--- src/hdl/rx_mode_regs.vh ---
`ifndef RX_MODE_REGS_VH
`define RX_MODE_REGS_VH
// Clock rate and timing figures
`define CLK_HZ 20000000
`define CLK_NS 50
`define ENABLE_HOLD_NS 10000
`define ENABLE_HOLD_CYC ((`ENABLE_HOLD_NS + `CLK_NS - 1) / `CLK_NS)
`define GLITCH_NS 5000
`define GLITCH_CYC (`GLITCH_NS / `CLK_NS)
// Activity: edge must be seen within this window (500 kHz period = 2 us)
`define IDLE_NS 2000
`define IDLE_CYC (`IDLE_NS / `CLK_NS)
// Acquire edges needed before clock counts as active
`define ACT_EDGES 4
// Wake budget and sleep budget
`define WAKE_US 2000
`define WAKE_CYC (`WAKE_US * 1000 / `CLK_NS)
`define SLEEP_NS 3000
`define SLEEP_CYC (`SLEEP_NS / `CLK_NS)
// Static output pattern
`define PIX_IDLE 24'hff_ffff
`endif

--- src/hdl/enable_filter.v ---
`timescale 1ns/1ns
`include "rx_mode_regs.vh"
// Debounces the enable pin; strap catches power-up level
module enable_filter #(
   parameter HOLD = `ENABLE_HOLD_CYC
)
(
   // Clock and reset
   input wire clock_i,
   input wire rst_n_i,
   // Synchronised enable level
   input wire level_i,
   // Filtered enable
   output reg enabled_o
);
   reg [15:0] cnt_q; // Cycles level has differed from output
   reg init_q; // Power-up level not yet taken

   // A differing level must persist HOLD cycles; shorter pulses vanish
   always @(posedge clock_i)
   begin
      if (!rst_n_i)
      begin
         cnt_q <= 16'h0000;
         enabled_o <= 1'b0;
         init_q <= 1'b1;
      end
      else if (init_q)
      begin
         // Power-up takes the level at once, no filter wait
         init_q <= 1'b0;
         enabled_o <= level_i;
      end
      else if (level_i == enabled_o)
         cnt_q <= 16'h0000;
      else if (cnt_q >= HOLD[15:0] - 16'h0001)
      begin
         enabled_o <= level_i;
         cnt_q <= 16'h0000;
      end
      else
         cnt_q <= cnt_q + 16'h0001;
   end
endmodule // enable_filter

--- src/hdl/receiver_power_mode_fsm.v ---
`timescale 1ns/1ns
`include "rx_mode_regs.vh"
// What this block does
// - Enable low over 10 us: shutdown
// - Static pattern outside receive mode
// - Enabled, idle clock: standby, PLL off
// - Acquire: PLL seeks lock, outputs static
// - Receive only while enabled and locked
// - Wake from shutdown into standby first
// - Clock activity in standby: acquire, PLL on
// - First valid word after lock
// - Common mode high: static on falling edge
// - Enable low from any mode: shutdown
// - Enable input monitored during shutdown
// - Slow link clock forces standby
// - Enable pulses under 5 us ignored
// - Power-up follows enable without filter
// - Valid output within 2 ms of activity
// - Static, PLL off within 3 us of idle
module receiver_power_mode_fsm #(
   parameter HOLD = `ENABLE_HOLD_CYC,
   parameter WAKE = `WAKE_CYC
)
(
   // Clock and reset
   input wire clock_i,
   input wire rst_n_i,
   // Pins from outside
   input wire receiver_enable_in_i,
   input wire link_clock_i,
   input wire clock_common_mode_level_i,
   // PLL status and recovered data
   input wire pll_locked_i,
   input wire pll_clock_i,
   input wire word_valid_i,
   input wire [23:0] pixel_i,
   input wire vertical_sync_i,
   input wire horizontal_sync_i,
   input wire pixel_valid_i,
   // Analog controls and status
   output reg pll_enable_o,
   output reg monitor_enable_o,
   output reg [3:0] mode_o,
   output reg wake_timeout_o,
   // Parallel outputs
   output reg [23:0] pixel_o,
   output reg vertical_sync_out_o,
   output reg horizontal_sync_out_o,
   output reg pixel_valid_out_o,
   output reg pixel_clock_o
);
   localparam S_OFF = 4'b0001;
   localparam S_STBY = 4'b0010;
   localparam S_ACQ = 4'b0100;
   localparam S_RX = 4'b1000;

   reg [1:0] en_s_q; // Enable synchroniser
   reg [1:0] lc_s_q; // Link clock synchroniser
   reg [1:0] cm_s_q; // Common mode synchroniser
   reg [1:0] lk_s_q; // Lock synchroniser
   reg [1:0] pc_s_q; // PLL clock synchroniser
   reg lc_prev_q; // Last link clock level
   reg [7:0] idle_q; // Cycles since last link edge
   reg [2:0] edges_q; // Edges counted while waking
   reg active_q; // Link clock judged active
   reg [3:0] state_q; // Mode state
   reg [3:0] state_d;
   reg [16:0] wake_q; // Cycles since acquire began
   reg first_q; // Waiting for first valid word
   wire enabled; // Filtered enable
   wire link_edge; // Rising edge of the synchronised link clock

   // Rising edges only, so the gap between them is a full period
   assign link_edge = lc_s_q[1] & ~lc_prev_q;

   // Enable input is never gated, so shutdown still watches it
   enable_filter #(.HOLD(HOLD)) u_filter (
      .clock_i(clock_i),
      .rst_n_i(rst_n_i),
      .level_i(en_s_q[1]),
      .enabled_o(enabled)
   );

   // Two-stage synchronisers for the enable, link clock, common mode, lock and PLL clock inputs
   always @(posedge clock_i)
   begin
      if (!rst_n_i)
      begin
         // Enable keeps shifting so power-up sees the true pin level
         en_s_q <= {en_s_q[0], receiver_enable_in_i};
         // Link clock idles high, so no false edge after reset
         lc_s_q <= 2'b11;
         cm_s_q <= 2'b11;
         lk_s_q <= 2'b00;
         pc_s_q <= 2'b00;
         lc_prev_q <= 1'b1;
      end
      else
      begin
         en_s_q <= {en_s_q[0], receiver_enable_in_i};
         lc_s_q <= {lc_s_q[0], link_clock_i};
         cm_s_q <= {cm_s_q[0], clock_common_mode_level_i};
         lk_s_q <= {lk_s_q[0], pll_locked_i};
         pc_s_q <= {pc_s_q[0], pll_clock_i};
         lc_prev_q <= lc_s_q[1];
      end
   end

   // Activity monitor: a rising edge every 2 us or less means above
   // 500 kHz; slower clocks count as idle. The band up to a few
   // MHz is indeterminate, which the device allows.
   always @(posedge clock_i)
   begin
      if (!rst_n_i || !monitor_enable_o)
      begin
         idle_q <= 8'h00;
         edges_q <= 3'b000;
         active_q <= 1'b0;
      end
      else if (link_edge)
      begin
         idle_q <= 8'h00;
         if (edges_q == `ACT_EDGES - 1)
            active_q <= ~cm_s_q[1];
         else
            edges_q <= edges_q + 3'b001;
      end
      else if (idle_q >= `IDLE_CYC - 1)
      begin
         // Too slow: fall back to standby
         active_q <= 1'b0;
         edges_q <= 3'b000;
      end
      else
      begin
         idle_q <= idle_q + 8'h01;
         if (cm_s_q[1])
            active_q <= 1'b0;
      end
   end

   // Next-state logic
   always @*
   begin
      state_d = state_q;
      if (!enabled)
         state_d = S_OFF;
      else
         case (state_q)
            S_OFF:
               state_d = S_STBY;
            S_STBY:
               if (active_q)
                  state_d = S_ACQ;
            S_ACQ:
               if (!active_q)
                  state_d = S_STBY;
               else if (lk_s_q[1])
                  state_d = S_RX;
            S_RX:
               if (cm_s_q[1] || !active_q)
                  state_d = S_STBY;
               else if (!lk_s_q[1])
                  state_d = S_ACQ;
            default:
               state_d = S_OFF;
         endcase
   end

   // Mode register, analog controls and wake watchdog
   always @(posedge clock_i)
   begin
      if (!rst_n_i)
      begin
         state_q <= S_OFF;
         pll_enable_o <= 1'b0;
         monitor_enable_o <= 1'b0;
         mode_o <= S_OFF;
         wake_q <= 17'h0_0000;
         wake_timeout_o <= 1'b0;
      end
      else
      begin
         state_q <= state_d;
         mode_o <= state_d;
         // PLL runs in acquire and receive only
         pll_enable_o <= state_d[2] | state_d[3];
         // Monitor on whenever not in shutdown
         monitor_enable_o <= ~state_d[0];
         if (state_d == S_ACQ && wake_q < WAKE[16:0])
            wake_q <= wake_q + 17'h0_0001;
         else if (state_d != S_ACQ)
            wake_q <= 17'h0_0000;
         // Flags a lock slower than the wake budget
         wake_timeout_o <= (wake_q == WAKE[16:0]);
      end
   end

   // Output gate: static pattern except in receive. Leaving
   // receive snaps static at once, well inside the sleep time.
   always @(posedge clock_i)
   begin
      if (!rst_n_i)
      begin
         pixel_o <= `PIX_IDLE;
         vertical_sync_out_o <= 1'b1;
         horizontal_sync_out_o <= 1'b1;
         pixel_valid_out_o <= 1'b0;
         pixel_clock_o <= 1'b0;
         first_q <= 1'b1;
      end
      else if (state_d != S_RX)
      begin
         // Static from the very edge the mode leaves receive, so the
         // pattern never trails the mode code; this is no later
         // than the next falling PLL edge
         pixel_o <= `PIX_IDLE;
         vertical_sync_out_o <= 1'b1;
         horizontal_sync_out_o <= 1'b1;
         pixel_valid_out_o <= 1'b0;
         pixel_clock_o <= 1'b0;
         first_q <= 1'b1;
      end
      else if (first_q && !word_valid_i)
         pixel_clock_o <= 1'b0;
      else
      begin
         first_q <= 1'b0;
         pixel_clock_o <= pc_s_q[1];
         if (word_valid_i)
         begin
            pixel_o <= pixel_i;
            vertical_sync_out_o <= vertical_sync_i;
            horizontal_sync_out_o <= horizontal_sync_i;
            pixel_valid_out_o <= pixel_valid_i;
         end
      end
   end
endmodule // receiver_power_mode_fsm

--- config.mk ---
export PLATFORM = sky130hd
export DESIGN_NAME = receiver_power_mode_fsm
export DESIGN_NICKNAME = d
export VERILOG_FILES = /design/src/hdl/enable_filter.v /design/src/hdl/receiver_power_mode_fsm.v
export VERILOG_INCLUDE_DIRS = /design/src /design/src/hdl
export SDC_FILE = /design/constraint.sdc
export NUM_CORES = 1
export LEC_CHECK = 0
export ABC_AREA = 1
export ABC_CLOCK_PERIOD_IN_PS = 1600
export CAP_MARGIN = 20
export CORE_MARGIN = 2
export CORE_UTILIZATION = 55
export DETAILED_ROUTE_END_ITERATION = 10
export DONT_BUFFER_PORTS = 1
export HOLD_SLACK_MARGIN = 0.15
export PLACE_DENSITY = 0.8
export SYNTH_ARGS = -nofsm -noshare
export SYNTH_HDL_FRONTEND = slang
export SYNTH_SLANG_ARGS = --single-unit
--- constraint.sdc ---
create_clock -name clock_i -period 1.6 [get_ports clock_i]
set_clock_uncertainty 0.05 [all_clocks]
set_input_delay 0.08 -clock clock_i [delete_from_list [all_inputs] [get_ports clock_i]]
set_output_delay 0.08 -clock clock_i [all_outputs]
set_load 0.005 [all_outputs]
==> qor.csv, run 1 <==
stage,metric,value,unit
worst_setup_path,"Slowest-stage cell, CP",dfxtp_2,
hold_path,Worst Hold Endpoint,en_s_q[0],
drt,drt total wl,11.2,mm
worst_setup_path,type of the worst setup path,reg -> reg,
logic_synthesis,Syn Std Cell Area,0.00403,mm2
logic_synthesis,cell count after synthesis,537,
logic_synthesis,"Seq/Total Area, Yosys",0.467,
worst_setup_path,worst path required time,1.86,ns
hold_path,Hold Crit Depth,1,
global_routing,total grt overflow,0,
drt,drt pass-1 iters,4,
status,status,"finished, final reports clean",
worst_setup_path,crit-path cells,"ha_2, nand2_2, nand4_1, nand2_2, nand2_1, nor2_1, buf_4, nand3_1, a21oi_1",
hold_path,Hold Path Class,in -> reg,
cells_and_area,NumNets Final,673,
placed_design,DP Worst Slack,0.0280,ns
cells_and_area,area grow syn2layout,30.8,%
logic_synthesis,most frequent cell after synthesis,nand2_1,
global_routing,largest net degree at the start of global routing,29,
worst_setup_path,Critical Path Sink Type,register,
power,Seq pwr share,0.563,
global_routing,first-pass GRT wire length,16.5,mm
worst_setup_path,Max stage delay on crit path,0.34,ns
worst_setup_path,R2R setup slack,0.02,ns
floorplan,Initial Util,0.562,
global_routing,vias in the first global route,3678,
power,Peak VDD IR,0.671,mV
timing,final setup fails,0,
floorplan,Core ar.,0.00718,mm2
timing,Tmin final,1.58,ns
clocking,Num CTS Buffers,9,
timing,Final Hold Slack,0.203,ns
flow_run,maxcap violations,0,
logic_synthesis,commonest cells in the netlist,"nand2_1, nor2_1, dfxtp_1",
worst_setup_path,Worst path most repeated cell,nand2_2,
global_routing,initial antenna violation count,0,
logic_synthesis,"Top FF cell, synth",dfxtp_1,
power,static leakage,2.17,nW
logic_synthesis,ys async rst share,0,
timing,RSZ-0062 raised after global routing,yes,
hold_path,Hold Crit Start,receiver_enable_in_i,
drt,routed vias,3879,
timing,fin worst setup slack,0.0206,ns
logic_synthesis,leading area contributor after synthesis,dfxtp_1,
drt,via/cell ratio,5.27,
timing,relative slew slack,0.366,
timing,final hold violation count,0,
logic_synthesis,synth warn,0,
floorplan,Die ar.,0.00803,mm2
logic_synthesis,top cell type's share of synthesized area,0.467,
power,NetSw,1.10,mW
logic_synthesis,Syn Area/Cell,7.50,um2
power,pwr/cell area,802,mW/mm2
power,Logic pwr share,0.071,
timing,"Slew Viols, Final",0,
cells_and_area,layout cell share with drive strength beyond 1,0.182,
logic_synthesis,Post-synth EDFFs,0,
worst_setup_path,CP arrival,1.84,ns
clocking,Skew-Pair Late Insertion Delay,0.37,ns
drt,post-route ant nets,0,
logic_synthesis,synthesized net count,578,
worst_setup_path,Reg-to-Reg Start,u_filter.cnt_q[0],
floorplan,Row Count,31,
placed_design,gpl congestion,0.892,
placed_design,PortBufs,0,
floorplan,Die X,89.6,um
clocking,Root Driver,clkbuf_8,
logic_synthesis,Seq cells post-synth,94,
floorplan,Die Ht,89.6,um
power,Switching Share,0.261,
timing,Achievable Freq,633,MHz
power,internal power,3.12,mW
clocking,maximum root-to-sink buffer count,2,
drt,1st-iter DRT viols,250,
cells_and_area,Diodes inserted,0,
timing,Tcrit/Tclk final,0.987,
logic_synthesis,synth top area cells,"dfxtp_1, nand2_1, nor2_1",
logic_synthesis,Cell variety after synth,36,
power,clock group share of total power,0.367,
global_routing,GRT Resource Usage Total,0.270,
floorplan,# IOs,70,
worst_setup_path,FF-to-FF End,u_filter.cnt_q[2],
placed_design,DPL Wire Length,5.74,mm
drt,# DRC,0,
clocking,TritonCTS clock tree,yes,
clocking,H-tree depth,3,
worst_setup_path,CP Max Fanout,7,
drt,WL per Instance,15.2,um
worst_setup_path,Reg2Reg Depth,9,
clocking,TritonCTS Sinks,94,
worst_setup_path,CP startpoint kind,register,
clocking,clock transition at the registers of the reported paths,0.10,ns
timing,Worst Max-Slew Pin Slew,0.948,ns
through the flow:
stage	setup TNS [ns]	cells	power (mW)	cell area, um2	util
after floorplan	0	537	2.54	4030	-
after global placement	0	641	2.55	4210	0.586
after detailed placement	0	641	2.56	4210	0.586
after CTS	0	730	4.18	5120	0.714
after global routing	-0.572	736	4.34	5270	0.735
final	0	736	4.23	5270	0.735
per-layer routing:
layer  track usage  part of all wire  vias up
li1              -                 -     1879
met1         0.295              0.37     1793
met2         0.486              0.52      163
met3        0.0512             0.059       44
met4         0.152             0.047        0
met5             0                 0        -
cell families after synthesis:
logic type               count (synthesis)  share of synthesized area
AO/OA/AOI/OAI                           66                      0.104
buffers and inverters                   88                     0.0938
flip-flops                              94                      0.467
adder cells (fa/ha/maj)                  6                     0.0186
XOR/XNOR                                 2                    0.00621
AND/OR/NAND/NOR                        281                      0.310
layout by cell type, fill, tap and decap left out, drive strengths merged:
cell type,n
nor3b,2
dlygate4sd3,73
nand2,109
inv,78
clkinv,3
o21ai,37
a31oi,1
nor3,13
ha,6
nand3,32
o211ai,1
a21oi,24
clkinvlp,2
o21bai,3
nor4,1
or2,7
nor2,106
dfxtp,94
clkbuf,10
xor2,2
nand4,11
buf,22
power groups by stage:
stage	combinational [mW]	clock, mW	sequential (mW)
2_1_floorplan	0.107	0	2.43
3_5_place_dp	0.127	0	2.43
6_report	0.300	1.55	2.38
5_1_grt	0.319	1.64	2.38
3_3_place_gp	0.123	0	2.43
4_1_cts	0.273	1.53	2.38
state kept, by name (all words and copies together) (netlist names), 2 cells and up:
name	cells
idle_q	8
pixel_o	24
edges_q	3
u_filter.cnt_q	16
en_s_q	2
state_q	4
wake_q	17
lc_s_q	2
lk_s_q	2
pc_s_q	2
cm_s_q	2
how the worst max path moves through the flow:
stage                   endpoint  depth (start not counted)  slack (ns)              start
6_report       u_filter.cnt_q[2]                          9        0.02  u_filter.cnt_q[0]
5_1_grt        u_filter.cnt_q[6]                          9       -0.09  u_filter.cnt_q[0]
4_1_cts                idle_q[5]                          9        0.02          idle_q[0]
3_5_place_dp          pixel_o[4]                          8        0.03         state_q[2]
3_3_place_gp           wake_q[2]                         10        0.10          wake_q[9]
2_1_floorplan          idle_q[5]                          9        0.13          idle_q[0]
area by class of cell:
cell class | count | area [um2]
multi-input combinational | 355 | 1840
inverter | 76 | 293
fill | 500 | 1900
clock buffer | 9 | 124
sequential | 94 | 1890
clock inverter | 7 | 63.8
timing repair buffer | 96 | 937
tap | 99 | 124
critical path: cells and delay by family (launching register included):
kind,cells,cell delay [ns]
compound gates,1,0.16
flops,1,0.34
simple gates,6,0.60
buf+inv,1,0.16
fa+ha+maj,1,0.19
what timing repair did:
| action | CTS | global route |
|---|---|---|
| buffers inserted | 0 | 5 |
| endpoints found under the hold margin | 81 | 0 |
| gates resized for setup | 0 | 30 |
| endpoints found under the setup margin | 0 | 56 |
| hold buffers | 73 | 0 |
Power figures use the tool's default switching activity.
==> run 2: changes to the inputs <==
--- a/config.mk
+++ b/config.mk
@@ -7,14 +7,14 @@
 export NUM_CORES = 1
 export LEC_CHECK = 0
 export ABC_AREA = 1
-export ABC_CLOCK_PERIOD_IN_PS = 1600
+export ABC_CLOCK_PERIOD_IN_PS = 1400
 export CAP_MARGIN = 20
 export CORE_MARGIN = 2
 export CORE_UTILIZATION = 55
 export DETAILED_ROUTE_END_ITERATION = 10
 export DONT_BUFFER_PORTS = 1
 export HOLD_SLACK_MARGIN = 0.15
-export PLACE_DENSITY = 0.8
+export PLACE_DENSITY = 0.83
 export SYNTH_ARGS = -nofsm -noshare
 export SYNTH_HDL_FRONTEND = slang
 export SYNTH_SLANG_ARGS = --single-unit
==> constraint.sdc (replaced) <==
create_clock -name clock_i -period 1.4 [get_ports clock_i]
set_clock_uncertainty 0.05 [all_clocks]
set_input_delay 0.07 -clock clock_i [delete_from_list [all_inputs] [get_ports clock_i]]
set_output_delay 0.07 -clock clock_i [all_outputs]
set_load 0.005 [all_outputs]
==> run 2 against run 1 <==
  * The flow now finishes with violations (hold timing, setup timing)
  * Via count rose by 23%
  * Sequential share of layout area fell by 4.1 points
  * First-iteration DRC count rose by 120%
  * Cell area rose by 15%
  * Clock power rose by 20%
  * Critical path type is now in -> reg
  * Highest routed layer unchanged
==> qor.csv, run 2 (same netlist as run 1, synthesis figures left out) <==
stage,metric,value,unit,change
status,failing checks,"hold timing, setup timing",,
clocking,cts hold-fix bufs,69,,was 73
timing,RSZ-0062 raised after global routing,yes,,unchanged
timing,Worst Max-Slew Pin Slew,1.03,ns,was 0.948 ns
clocking,TritonCTS Sinks,94,,unchanged
power,clock group share of total power,0.373,,was 0.367
power,pwr/cell area,825,mW/mm2,was 802 mW/mm2
cells_and_area,most frequent cells in the layout,"nand2_1, nor2_1, dfxtp_1",,unchanged
drt,post-route ant nets,0,,unchanged
global_routing,total grt overflow,0,,unchanged
placed_design,"Cell Area, Placed",0.00448,mm2,was 0.00421 mm2
power,Switching Share,0.281,,was 0.261
floorplan,Initial Util,0.562,,unchanged
global_routing,largest net degree at the start of global routing,28,,was 29
global_routing,initial antenna violation count,0,,unchanged
cells_and_area,Regs by FF count,"pixel_o (24), wake_q (17), u_filter.cnt_q (16)",,unchanged
floorplan,Row Count,31,,unchanged
hold_path,Hold Crit Depth,1,,unchanged
power,Logic pwr share,0.082,,was 0.071
cells_and_area,post-route cell area,0.00604,mm2,was 0.00527 mm2
clocking,Num CTS Buffers,9,,unchanged
timing,fin worst setup slack,-0.319,ns,was 0.0206 ns
worst_setup_path,Reg2Reg Depth,9,,unchanged
clocking,Skew-Pair Late Insertion Delay,0.39,ns,was 0.37 ns
worst_setup_path,CP arrival,1.98,ns,was 1.84 ns
clocking,TritonCTS clock tree,yes,,unchanged
power,Seq pwr share,0.545,,was 0.563
power,internal power,3.58,mW,was 3.12 mW
cells_and_area,Biggest register,pixel_o,,unchanged
hold_path,Hold Path Class,in -> reg,,unchanged
floorplan,# IOs,70,,unchanged
worst_setup_path,R2R setup slack,-0.31,ns,was 0.02 ns
timing,Setup TNS,-8.96,ns,was 0 ns
cells_and_area,Diodes inserted,0,,unchanged
placed_design,placed cells,674,,was 641
timing,Achievable Freq,582,MHz,
timing,Tcrit/Tclk final,1.23,,
placed_design,gpl congestion,0.879,,was 0.892
global_routing,vias in the first global route,4338,,was 3678
floorplan,Core ar.,0.00718,mm2,unchanged
clocking,H-tree depth,3,,unchanged
worst_setup_path,type of the worst setup path,in -> reg,,was reg -> reg
worst_setup_path,CP startpoint kind,input pin,,was register
power,overall power,4.98,mW,was 4.23 mW
timing,final hold violation count,15,,was 0
placed_design,DP Worst Slack,-0.0877,ns,was 0.0280 ns
placed_design,PortBufs,0,,unchanged
worst_setup_path,CP Max Fanout,26,,was 7
placed_design,DPL Wire Length,6.46,mm,was 5.74 mm
timing,relative slew slack,0.311,,was 0.366
clocking,Root Driver,clkbuf_8,,unchanged
cells_and_area,"most common cell after layout, fill and taps aside",nand2_1,,unchanged
drt,routed vias,4752,,was 3879
worst_setup_path,"Slowest-stage cell, CP",dlygate4sd3_1,,was dfxtp_2
drt,WL per Instance,22.1,um,was 15.2 um
flow_run,maxcap violations,0,,unchanged
timing,"Slew Viols, Final",0,,unchanged
drt,drt total wl,17.3,mm,was 11.2 mm
worst_setup_path,crit-path cells,"dlygate4sd3_1, nor2_1, o21ai_4",,"was ha_2, nand2_2, nand4_1, nand2_2, nand2_1, nor2_1, buf_4, nand3_1, a21oi_1"
timing,Tmin final,1.72,ns,
timing,final setup fails,63,,was 0
clocking,clock transition at the registers of the reported paths,0.12,ns,was 0.10 ns
floorplan,Die ar.,0.00803,mm2,unchanged
drt,via/cell ratio,6.08,,was 5.27
power,Peak VDD IR,0.837,mV,was 0.671 mV
worst_setup_path,Reg-to-Reg Start,u_filter.cnt_q[0],,unchanged
floorplan,Die X,89.6,um,unchanged
drt,drt pass-1 iters,6,,was 4
status,status,"finished, violations left",,"was finished, final reports clean"
cells_and_area,layout cell share with drive strength beyond 1,0.350,,was 0.182
global_routing,first-pass GRT wire length,20.5,mm,was 16.5 mm
hold_path,Hold Crit Start,rst_n_i,,was receiver_enable_in_i
drt,1st-iter DRT viols,550,,was 250
worst_setup_path,Max stage delay on crit path,1.22,ns,was 0.34 ns
cells_and_area,max reg flops,24,,unchanged
cells_and_area,NumNets Final,718,,was 673
cells_and_area,post-route insts no fill,781,,was 736
global_routing,GRT Resource Usage Total,0.337,,was 0.270
hold_path,Worst Hold Endpoint,state_q[0],,was en_s_q[0]
timing,Final Hold Slack,-0.242,ns,was 0.203 ns
cells_and_area,area grow syn2layout,49.9,%,was 30.8%
worst_setup_path,worst path required time,1.66,ns,was 1.86 ns
worst_setup_path,Critical Path Sink Type,register,,unchanged
clocking,maximum root-to-sink buffer count,2,,unchanged
floorplan,Die Ht,89.6,um,unchanged
power,static leakage,2.51,nW,was 2.17 nW
drt,# DRC,0,,unchanged
power,NetSw,1.40,mW,was 1.10 mW
worst_setup_path,FF-to-FF End,u_filter.enabled_o,,was u_filter.cnt_q[2]
==> run 2: cell type report <==
type,count,area [um2]
clock buffers,9,124
flip-flops and latches,94,1920
inverters,76,303
multi-input cells,355,2180
well taps,99,124
clock inverters,7,62.6
repair buffers,141,1330
fillers,317,1130
==> run 2: worst max-delay path: cells and delay by family <==
kind | cells | cell delay [ns]
buffers and inverters | 1 | 1.22
and+or+nand+nor | 1 | 0.38
AOI/OAI and AO/OA | 1 | 0.30
==> run 2: worst max-delay path by stage <==
stage	start	endpoint	slack [ns]
final	word_valid_i	pixel_o[23]	-0.32
after CTS	state_q[0]	pixel_clock_o	-0.05
after detailed placement	state_q[3]	pixel_o[0]	-0.09
after floorplan	u_filter.cnt_q[0]	u_filter.cnt_q[1]	0.01
after global placement	state_q[2]	pixel_clock_o	-0.02
after global routing	word_valid_i	pixel_o[23]	-0.41
==> run 2: metrics by stage <==
step	hold WS, ns	util
5_1_grt	-0.249	0.842
3_5_place_dp	0.0478	0.625
4_1_cts	-0.231	0.779
2_1_floorplan	0.0477	-
6_report	-0.242	0.842
3_3_place_gp	0.0478	0.625
==> run 2: timing repair <==
action                                 4_1_cts  5_1_grt
gates cloned                                 0        2
pin swaps                                   16       28
setup endpoints to repair                   58       66
endpoints found under the hold margin       76       47
gates resized for setup                     49      101
buffers inserted                            10       11
==> run 2: per-layer routing <==
metal,routed length (um),track usage,part of all wire
met5,0,0,0
met1,5710,0.351,0.33
met4,1680,0.213,0.097
met3,1770,0.0777,0.10
met2,8140,0.604,0.47
==> run 2: power groups by stage <==
stage	Combinational, mW	Sequential (mW)	Clock, mW
detailed placement	0.160	2.78	0
finish	0.410	2.72	1.86
floorplan	0.122	2.78	0
CTS	0.327	2.72	1.75
global route	0.425	2.72	1.94
global placement	0.154	2.78	0
